--- config.mk ---
export PLATFORM = sky130hd
export DESIGN_NAME = can_mode_control
export DESIGN_NICKNAME = d
export VERILOG_FILES = /design/src/inc/can_mode_pkg.sv /design/src/hw/can_mode_control.sv
export SDC_FILE = /design/constraint.sdc
export NUM_CORES = 1
export LEC_CHECK = 0
export BUFFER_PORTS_ARGS = -buffer_cell sky130_fd_sc_hd__buf_2
export CAP_MARGIN = 5
export CORE_MARGIN = 1
export CORE_UTILIZATION = 39
export DETAILED_ROUTE_END_ITERATION = 6
export HOLD_SLACK_MARGIN = 0.12
export PLACE_DENSITY = 0.69
export SKIP_CTS_REPAIR_TIMING = 1
export SLEW_MARGIN = 10
export SYNTH_ARGS = -nofsm -noshare
export SYNTH_HDL_FRONTEND = slang
export SYNTH_SLANG_ARGS = --single-unit
--- constraint.sdc ---
create_clock -name pclk -period 1.6 [get_ports pclk]
set_input_delay 0.16 -clock pclk [delete_from_list [all_inputs] [get_ports pclk]]
set_output_delay 0.16 -clock pclk [all_outputs]
set_load 0.01 [all_outputs]
--- src/inc/can_mode_pkg.sv ---
package can_mode_pkg;
	// register byte addresses on apb
	localparam logic [7:0] ctl0_addr = 8'h00;
	localparam logic [7:0] ctl1_addr = 8'h04;
	localparam logic [7:0] bus_in_addr = 8'h08;
	localparam logic [7:0] timer_addr = 8'h0c;
	localparam logic [7:0] stamp_addr = 8'h10;
	// control register 0 field positions
	localparam int received_frame_flag_bit = 7;
	localparam int receiver_active_flag_bit = 6;
	localparam int stop_in_wait_bit = 5;
	localparam int bus_synced_flag_bit = 4;
	localparam int time_bit = 3;
	localparam int wake_enable_bit = 2;
	localparam int sleep_request_bit = 1;
	localparam int init_request_bit = 0;
	// control register 1: ack flags
	localparam int sleep_ack_bit = 1;
	localparam int init_ack_bit = 0;
	localparam logic [7:0] ctl0_reset = 8'h01;
	localparam logic [7:0] ctl1_reset = 8'h01;
	// resync counts
	localparam int recessive_run = 11;
	localparam int busoff_runs = 128;
	typedef enum logic [1:0] {
		st_init = 2'b00,
		st_wait_sync = 2'b01,
		st_run = 2'b10,
		st_sleep = 2'b11
	} mode_t;
	typedef struct packed {
		logic rx_bit;
		logic bit_tick;
		logic frame_ok;
		logic rx_busy;
		logic ack_seen;
		logic tx_empty;
		logic bus_off;
		logic wake_irq;
		logic cpu_wait;
		logic loopback;
	} bus_in_t;
endpackage : can_mode_pkg

--- src/hw/can_mode_control.sv ---
// Design decisions made here: the register offsets and the APB slave port.
`timescale 1ns/1ps
module can_mode_control (
	// apb
	input wire logic pclk,
	input wire logic presetn,
	input wire logic psel,
	input wire logic penable,
	input wire logic pwrite,
	input wire logic [7:0] paddr,
	input wire logic [31:0] pwdata,
	output logic [31:0] prdata,
	output logic pready,
	output logic pslverr,
	// protocol engine side
	input wire can_mode_pkg::bus_in_t bus_in,
	input wire logic tx_bit,
	// outputs
	output logic transmit_output_pin,
	output logic [15:0] stamp_value,
	output logic stamp_strobe,
	output logic bus_clk_gate,
	output logic abort_pulse,
	output logic cfg_reset_pulse,
	output logic [7:0] can_control_1_out
);
	logic [7:0] ctl0_r;
	logic [7:0] ctl1_r;
	logic [15:0] timer_r;
	logic [3:0] run_r;
	logic [7:0] runs_r;
	can_mode_pkg::mode_t mode_r;
	logic init_mode;
	logic wr;
	logic ctl0_wr;
	logic ctl1_wr;
	logic [7:0] wd;
	logic wake_hit;
	logic run_done;

	assign init_mode = ctl0_r[can_mode_pkg::init_request_bit] & ctl1_r[can_mode_pkg::init_ack_bit];
	assign wr = psel & penable & pwrite;
	assign wd = pwdata[7:0];
	assign ctl0_wr = wr && paddr == can_mode_pkg::ctl0_addr;
	assign ctl1_wr = wr && paddr == can_mode_pkg::ctl1_addr && init_mode;
	assign wake_hit = (mode_r == can_mode_pkg::st_sleep) & ctl0_r[can_mode_pkg::wake_enable_bit]
		& ~bus_in.rx_bit;
	assign run_done = run_r == 4'(can_mode_pkg::recessive_run - 1) && bus_in.bit_tick
		&& bus_in.rx_bit;

	////////////////////////////////////////////////////////////////////////////////
	// control register 0
	always_ff @(posedge pclk or negedge presetn) begin
		if (!presetn) begin
			ctl0_r <= can_mode_pkg::ctl0_reset;
		end else begin
			// flag set beats write-one clear
			if (bus_in.frame_ok && !bus_in.loopback && !init_mode) begin
				ctl0_r[can_mode_pkg::received_frame_flag_bit] <= 1'b1;
			end else if (ctl0_wr && !init_mode && wd[can_mode_pkg::received_frame_flag_bit]) begin
				ctl0_r[can_mode_pkg::received_frame_flag_bit] <= 1'b0;
			end
			// read-only status follows the engine and the mode sequencer; cpu data not used
			ctl0_r[can_mode_pkg::receiver_active_flag_bit] <= bus_in.rx_busy & ~bus_in.loopback
				& (mode_r == can_mode_pkg::st_run);
			ctl0_r[can_mode_pkg::bus_synced_flag_bit] <= (mode_r == can_mode_pkg::st_run)
				& ~ctl0_r[can_mode_pkg::init_request_bit];
			if (init_mode) begin
				ctl0_r[can_mode_pkg::stop_in_wait_bit] <= 1'b0;
				ctl0_r[can_mode_pkg::time_bit] <= 1'b0;
				ctl0_r[can_mode_pkg::received_frame_flag_bit] <= 1'b0;
			end else if (ctl0_wr && !ctl1_r[can_mode_pkg::init_ack_bit]) begin
				ctl0_r[can_mode_pkg::stop_in_wait_bit] <= wd[can_mode_pkg::stop_in_wait_bit];
				ctl0_r[can_mode_pkg::time_bit] <= wd[can_mode_pkg::time_bit] &
					~ctl0_r[can_mode_pkg::init_request_bit];
			end
			if (ctl0_wr) begin
				ctl0_r[can_mode_pkg::wake_enable_bit] <= wd[can_mode_pkg::wake_enable_bit];
			end
			// sleep request
			if (wake_hit) begin
				ctl0_r[can_mode_pkg::sleep_request_bit] <= 1'b0;
			end else if (ctl0_wr) begin
				if (wd[can_mode_pkg::sleep_request_bit] && !bus_in.wake_irq) begin
					ctl0_r[can_mode_pkg::sleep_request_bit] <= 1'b1;
				end else if (!wd[can_mode_pkg::sleep_request_bit] && ctl1_r[can_mode_pkg::sleep_ack_bit]) begin
					ctl0_r[can_mode_pkg::sleep_request_bit] <= 1'b0;
				end
			end
			// init request
			if (ctl0_wr) begin
				if (wd[can_mode_pkg::init_request_bit]) begin
					ctl0_r[can_mode_pkg::init_request_bit] <= 1'b1;
				end else if (ctl1_r[can_mode_pkg::init_ack_bit]) begin
					ctl0_r[can_mode_pkg::init_request_bit] <= 1'b0;
				end
			end
		end
	end

	////////////////////////////////////////////////////////////////////////////////
	// control register 1: config bits, acks
	always_ff @(posedge pclk or negedge presetn) begin
		if (!presetn) begin
			ctl1_r <= can_mode_pkg::ctl1_reset;
		end else begin
			if (ctl1_wr) begin
				ctl1_r[7:2] <= wd[7:2];
			end
			ctl1_r[can_mode_pkg::init_ack_bit] <= ctl0_r[can_mode_pkg::init_request_bit];
			ctl1_r[can_mode_pkg::sleep_ack_bit] <= ctl0_r[can_mode_pkg::sleep_request_bit] & ~wake_hit
				& (ctl1_r[can_mode_pkg::sleep_ack_bit] | (bus_in.tx_empty & ~bus_in.rx_busy))
				& ~ctl0_r[can_mode_pkg::init_request_bit];
		end
	end

	////////////////////////////////////////////////////////////////////////////////
	// mode sequencer; error counters live in the engine and are untouched
	always_ff @(posedge pclk or negedge presetn) begin
		if (!presetn) begin
			mode_r <= can_mode_pkg::st_init;
		end else begin
			case (mode_r)
				can_mode_pkg::st_init: begin
					if (!ctl0_r[can_mode_pkg::init_request_bit] && !ctl1_r[can_mode_pkg::init_ack_bit]) begin
						mode_r <= can_mode_pkg::st_wait_sync;
					end
				end
				can_mode_pkg::st_wait_sync: begin
					if (ctl0_r[can_mode_pkg::init_request_bit]) begin
						mode_r <= can_mode_pkg::st_init;
					end else if (run_done && (!bus_in.bus_off ||
						runs_r == 8'(can_mode_pkg::busoff_runs - 1))) begin
						mode_r <= can_mode_pkg::st_run;
					end
				end
				can_mode_pkg::st_run: begin
					if (ctl0_r[can_mode_pkg::init_request_bit]) begin
						mode_r <= can_mode_pkg::st_init;
					end else if (ctl1_r[can_mode_pkg::sleep_ack_bit]) begin
						mode_r <= can_mode_pkg::st_sleep;
					end
				end
				can_mode_pkg::st_sleep: begin
					if (ctl0_r[can_mode_pkg::init_request_bit]) begin
						mode_r <= can_mode_pkg::st_init;
					end else if (!ctl0_r[can_mode_pkg::sleep_request_bit]) begin
						mode_r <= can_mode_pkg::st_wait_sync;
					end
				end
				default: mode_r <= can_mode_pkg::st_init;
			endcase
		end
	end

	// recessive run counters
	always_ff @(posedge pclk or negedge presetn) begin
		if (!presetn) begin
			run_r <= 4'h0;
			runs_r <= 8'h00;
		end else if (mode_r != can_mode_pkg::st_wait_sync) begin
			run_r <= 4'h0;
			runs_r <= 8'h00;
		end else if (bus_in.bit_tick) begin
			if (!bus_in.rx_bit || run_done) begin
				run_r <= 4'h0;
			end else begin
				run_r <= run_r + 4'h1;
			end
			if (run_done) begin
				runs_r <= runs_r + 8'h01;
			end
		end
	end

	////////////////////////////////////////////////////////////////////////////////
	// timestamp timer
	always_ff @(posedge pclk or negedge presetn) begin
		if (!presetn) begin
			timer_r <= 16'h0000;
			stamp_value <= 16'h0000;
			stamp_strobe <= 1'b0;
		end else begin
			if (!ctl0_r[can_mode_pkg::time_bit]) begin
				timer_r <= 16'h0000;
			end else if (bus_in.bit_tick) begin
				timer_r <= timer_r + 16'h0001;
			end
			stamp_strobe <= ctl0_r[can_mode_pkg::time_bit] & bus_in.ack_seen;
			if (ctl0_r[can_mode_pkg::time_bit] && bus_in.ack_seen) begin
				stamp_value <= timer_r;
			end
		end
	end

	////////////////////////////////////////////////////////////////////////////////
	// pins and side effects
	always_ff @(posedge pclk or negedge presetn) begin
		if (!presetn) begin
			transmit_output_pin <= 1'b1;
			bus_clk_gate <= 1'b1;
			abort_pulse <= 1'b0;
			cfg_reset_pulse <= 1'b0;
			can_control_1_out <= can_mode_pkg::ctl1_reset;
		end else begin
			// recessive from the write cycle itself, not one later
			transmit_output_pin <= (ctl0_wr && wd[can_mode_pkg::init_request_bit]) ? 1'b1 :
				(ctl0_r[can_mode_pkg::init_request_bit] || mode_r != can_mode_pkg::st_run) ? 1'b1 :
				tx_bit;
			bus_clk_gate <= ~(bus_in.cpu_wait & ctl0_r[can_mode_pkg::stop_in_wait_bit]);
			abort_pulse <= ctl0_wr & wd[can_mode_pkg::init_request_bit]
				& ~ctl0_r[can_mode_pkg::init_request_bit];
			cfg_reset_pulse <= ctl0_r[can_mode_pkg::init_request_bit]
				& ~ctl1_r[can_mode_pkg::init_ack_bit];
			can_control_1_out <= ctl1_r;
		end
	end

	// apb: zero-wait reads and writes; unmapped reads zero, slverr
	always_ff @(posedge pclk or negedge presetn) begin
		if (!presetn) begin
			prdata <= 32'h00000000;
			pready <= 1'b0;
			pslverr <= 1'b0;
		end else begin
			pready <= psel & ~penable;
			pslverr <= psel & ~penable & (paddr > can_mode_pkg::stamp_addr | paddr[1:0] != 2'b00);
			if (psel && !penable) begin
				case (paddr)
					can_mode_pkg::ctl0_addr: prdata <= {24'h000000, ctl0_r};
					can_mode_pkg::ctl1_addr: prdata <= {24'h000000, ctl1_r};
					can_mode_pkg::bus_in_addr: prdata <= {22'h0, bus_in};
					can_mode_pkg::timer_addr: prdata <= {16'h0000, timer_r};
					can_mode_pkg::stamp_addr: prdata <= {16'h0000, stamp_value};
					default: prdata <= 32'h00000000;
				endcase
			end
		end
	end
endmodule : can_mode_control

=== Word-level counts from Yosys, hierarchy flattened ===
Index checks and enable logic that the tools add are counted.

* Reduce and logical (&&, ||, !) cells: 43
* Equality and inequality tests: 16
* Add/sub/neg operators: 3
* Bitwise logic cells: 30
* Muxes and demuxes: 32
* Order comparisons: 1

{| class="wikitable"
|+ Operators with widths
! cell !! count
|-
| $pmux 16 s5 || 1
|-
| $mux 16 || 2
|-
| $mux 8 || 3
|-
| $and 1x1->1 || 20
|-
| $logic_and 1x1->1 || 17
|-
| $add 16x1->16 const B || 1
|-
| $eq 8x4->1 const B || 2
|-
| $mux 1 || 15
|-
| $mux 2 || 7
|-
| $mux 4 || 3
|-
| $reduce_bool 2->1 || 6
|-
| $logic_not 1->1 || 9
|-
| $ne 3x3->1 const B || 3
|-
| $add 8x1->8 const B || 1
|-
| $eq 8x3->1 const B || 1
|-
| $eq 8x5->1 const B || 1
|-
| $eq 8x7->1 const B || 1
|-
| $gt 8x5->1 const B || 1
|-
| $logic_not 8->1 || 1
|-
| $not 1->1 || 8
|-
| $pmux 2 s4 || 1
|-
| $ne 2x2->1 const B || 3
|-
| $reduce_and 2->1 || 3
|-
| $reduce_bool 3->1 || 2
|-
| 9 further kinds || 13
|}

* Input port bits: 56
* Register bits after elaboration: 109

=== Depth between registers and ports, before layout ===
* Depth after elaboration: 8
* Depth in mapped cells: 6

=== Least setup slack after synthesis ===
Ideal clock, no wire load.

* Path kind: flip-flop to flip-flop
* From: reg run_r[0]
* To: reg runs_r[7]
* Data arrival time: 1.639 ns
* Buffers on the path: 0
* Path slack: -0.117 ns
* Stages on the path, launching flop included: 7
* Library setup time: 0.078 ns
* Period minus slack after synthesis: 1.717 ns
* Path through: dfrtp_1 inv_1 ha_1 nand3b_1 or3_1 or3_1 a21oi_1

* Cells in the longest elaborated chain, start to end: 5

{| class="wikitable"
|+ Ends and longest elaborated chain
! what !! line !! RTL
|-
| from (decl) || can_mode_control.sv:30 || <nowiki>logic [3:0] run_r;</nowiki>
|-
| from (signal assigned) || can_mode_control.sv:168 || <nowiki>run_r <= run_r + 4'h1;</nowiki>
|-
| $eq 4x4->1 || can_mode_control.sv:48 || <nowiki>assign run_done = run_r == 4'(can_mode_pkg::recessive_run - 1) && bus_in.bit_tick</nowiki>
|-
| $logic_and 1x1->1 || can_mode_control.sv:48 ||
|-
| $logic_and 1x1->1 || can_mode_control.sv:49 || <nowiki>&& bus_in.rx_bit;</nowiki>
|-
| $reduce_bool 2->1 (no line) || - ||
|-
| $reduce_and 2->1 (no line) || - ||
|-
| to (signal assigned) || can_mode_control.sv:171 || <nowiki>runs_r <= runs_r + 8'h01;</nowiki>
|-
| to (decl) || can_mode_control.sv:31 || <nowiki>logic [7:0] runs_r;</nowiki>
|}

No other way between the ends.
A chain may end at the register's enable or synchronous reset.

=== Final worst setup path ===
Same ends and word-level chain as after synthesis.

==> results.md <==
* Worst setup margin at -0.0547 ns
* Final Wtd Congestion at 0.883
* Logic pwr share at 19.7%
* Multi-input gate area at 0.00195 mm2
* R2R depth at 6
* Core area at 0.0109 mm2
* # diodes at 0
* Total power at slightly below 6 mW
* Starting density of the core at roughly two fifths
* Total Routed Length at 10.7 mm
* Worst IR Drop VDD at ~0.00046 V
* Drc violations at 0
* Post-route insts no fill at approximately 670
* Violated checks: setup timing
* Req. time, crit path at 1.87 ns
* Synth cell types at 53
* Storage element area at 0.00233 mm2
* CTS buffer count at 9
* Port Buf Inserts at 78
* Die Y at about 110 um
* Detailed Routing Iterations Pass 1 at 4
* WL per Instance at 15.9 um
* Post-synthesis cell area at 0.00442 mm2
* Hold path depth at 3
* Critical Path Fanout Max at 4
* Top FF cell, synth: dfrtp_1
* Pint at roughly 4.3 mW
* Final Cell Area at 0.00570 mm2
* Final Cycle Share at 103%
* RSZ-0062 raised after global routing: true
* FILL cells at 978
* P&R area growth vs syn at 29.1%
* Initial drt markers at about 130
* Clk root buf: clkbuf_16
* HPWL Detailed at 7.93 mm
* Share of layout cells above drive strength 1 at 35.0%
* Sw power at approximately 1.7 mW
* Commonest non-fill, non-tap cell in the layout: dfrtp_1
* TritonCTS clock tree: yes
* Fin. Hold Viols at 0
* Post-place instance area at 0.00523 mm2
* Vias/cell at ~5.2
* Die Wd at between 100 and 150 um
* Power per Cell Area at 1040 mW/mm2
* Switching part of the total at 28.2%
* Post-Synthesis Cells at approximately 400
* Crit path arrival time at 1.93 ns
* Part of the power in registers at between 40 and 50%
* Worst-skew pair later-pin latency at 0.35 ns
* Final number of max-transition violations at 0
* FFs w/ async S/R, synth at 100%
* Syn avg cell area at 11.2 um2
* Overflow left after global routing at 0
* Syn. warnings at 0
* Die area at 0.0118 mm2
* Most frequent cells in the layout: 88 x dfrtp_1, 77 x buf_2, 49 x buf_4, 33 x nand2_1, 23 x nor2_1
* Total GRT Usage at 19.8%
* Clock Skews at 0.0125 ns
* LEAKAGE at 2.79 nW
* Clk buf depth at 2
* Setup CP Type: register to register
* Setup TNS at -0.0547 ns
* Top Ports at approximately 120
* Initial antenna violation count at 0
* Seq/Total Area, Yosys at 52.8%
* Routed Antenna Nets at 0
* # nets final at 589
* Worst hold path class: input port to register
* Worst Setup End Kind: register
* Vias in the first global route at 3555
* Pin count of the biggest net entering global routing at 50
* Outcome: finished, violations left
* Max Cap Viol at 0
* Cell Rows at 38
* Reg clk slew, reported paths at ~0.06 ns
* Final setup vio count at 1
* First-pass GRT wire length at 17.7 mm
* Final core utilization at 52.1%
* Placed cells at 646
* Fmax at 604 MHz
* Startpoint Class: register
* Vias at ~3.5k
* Sink Count at 93
* Clk pwr share at 35.9%
* Post-synth EDFFs at 0
* Tmin final at 1.65 ns
* Seq cells post-synth at 93
* Htree depth at 3
==> final cells by class <==
cell class / count / area share [%]
Sequential cell: 93 / 40.9
Multi-Input combinational cell: 272 / 34.3
Timing Repair Buffer: 139 / 15.7
Clock buffer: 11 / 4.08
Tap cell: 140 / 3.07
Clock inverter: 5 / 1.08
Inverter: 14 / 0.922
==> state kept, by name (all words and copies together) (netlist names) <==
| register | cells |
|---|---|
| prdata | 16 |
| stamp_value | 16 |
| timer_r | 16 |
| can_control_1_out | 8 |
| ctl0_r | 8 |
| ctl1_r | 8 |
| runs_r | 8 |
| run_r | 4 |
| mode_r | 2 |
| abort_pulse | 1 |
| bus_clk_gate | 1 |
| cfg_reset_pulse | 1 |
| pready | 1 |
| pslverr | 1 |
| stamp_strobe | 1 |
| transmit_output_pin | 1 |
==> critical path, stage by stage, from the launching register on <==
cell	delay, ns
dfrtp_1	0.38
inv_1	0.06
ha_2	0.19
nand3b_1	0.14
or3_1	0.36
or3_4	0.34
a21oi_2	0.12
==> per-stage QoR <==
stage	hold slack, ns	setup slack (ns)
after floorplan	-0.136	-0.0253
after global placement	0.118	-0.133
after detailed placement	0.122	-0.156
after CTS	-0.242	-0.0619
after global routing	0.135	-0.143
final	0.123	-0.0547
==> Yosys cell counts, types with 6 or more instances <==
master / n / area share [%]
nor2_1: 24 / 2.0
inv_1: 13 / 1.1
nand2_1: 33 / 2.8
a21oi_1: 13 / 1.5
nand4_1: 6 / 0.85
a22o_1: 13 / 2.6
buf_4: 17 / 2.9
mux2_2: 23 / 5.9
o21ai_0: 18 / 2.0
o31ai_1: 6 / 1.0
clkbuf_1: 10 / 0.85
nand3_1: 13 / 1.5
mux2i_1: 14 / 3.2
dfrtp_1: 88 / 50
xor2_1: 8 / 1.6
==> power groups by stage <==
stage | Clock, mW | Sequential [mW] | Combinational (mW)
after floorplan | 0 | 2.73 | 0.524
after global placement | 0 | 2.69 | 1.12
after detailed placement | 0 | 2.69 | 1.15
after CTS | 2.18 | 2.65 | 1.16
after global routing | 2.29 | 2.67 | 1.29
final | 2.14 | 2.65 | 1.17
==> logic make-up (layout without fill, tap and decap cells) <==
| kind of cell | count (synthesis) | after routing | synth area share (%) |
|---|---|---|---|
| XOR/XNOR | 13 | 13 | 2.58 |
| adder cells (fa/ha/maj) | 4 | 4 | 1.13 |
| AO/OA/AOI/OAI | 75 | 75 | 12.0 |
| AND/OR/NAND/NOR | 125 | 125 | 15.7 |
| multiplexers | 39 | 39 | 10.1 |
| other | 1 | 16 | 0.0849 |
| flip-flops | 93 | 93 | 52.8 |
| buffers and inverters | 46 | 169 | 5.64 |
==> routing by layer <==
metal / routed length (um) / GRT usage, % / vias to the layer above
li1: - / - / 1664
met1: 4810 / 26.4 / 1745
met2: 5350 / 32.5 / 91
met3: 439 / 3.92 / 10
met4: 134 / 5.98 / 0
met5: 0 / 0 / -
==> path summary, 6_finish.rpt <==
check	startpoint	end	slack [ns]
setup / recovery	run_r[0]	runs_r[7]	-0.05
hold / removal	pwdata[1]	ctl0_r[1]	0.12
setup reg to reg	run_r[0]	runs_r[7]	-0.05
hold reg to reg	ctl1_r[4]	can_control_1_out[4]	0.40
max in group asynchronous	presetn	ctl1_r[0]	0.70
min in group asynchronous	presetn	ctl0_r[1]	0.29
Note: power is estimated with default switching activity, not from simulation.
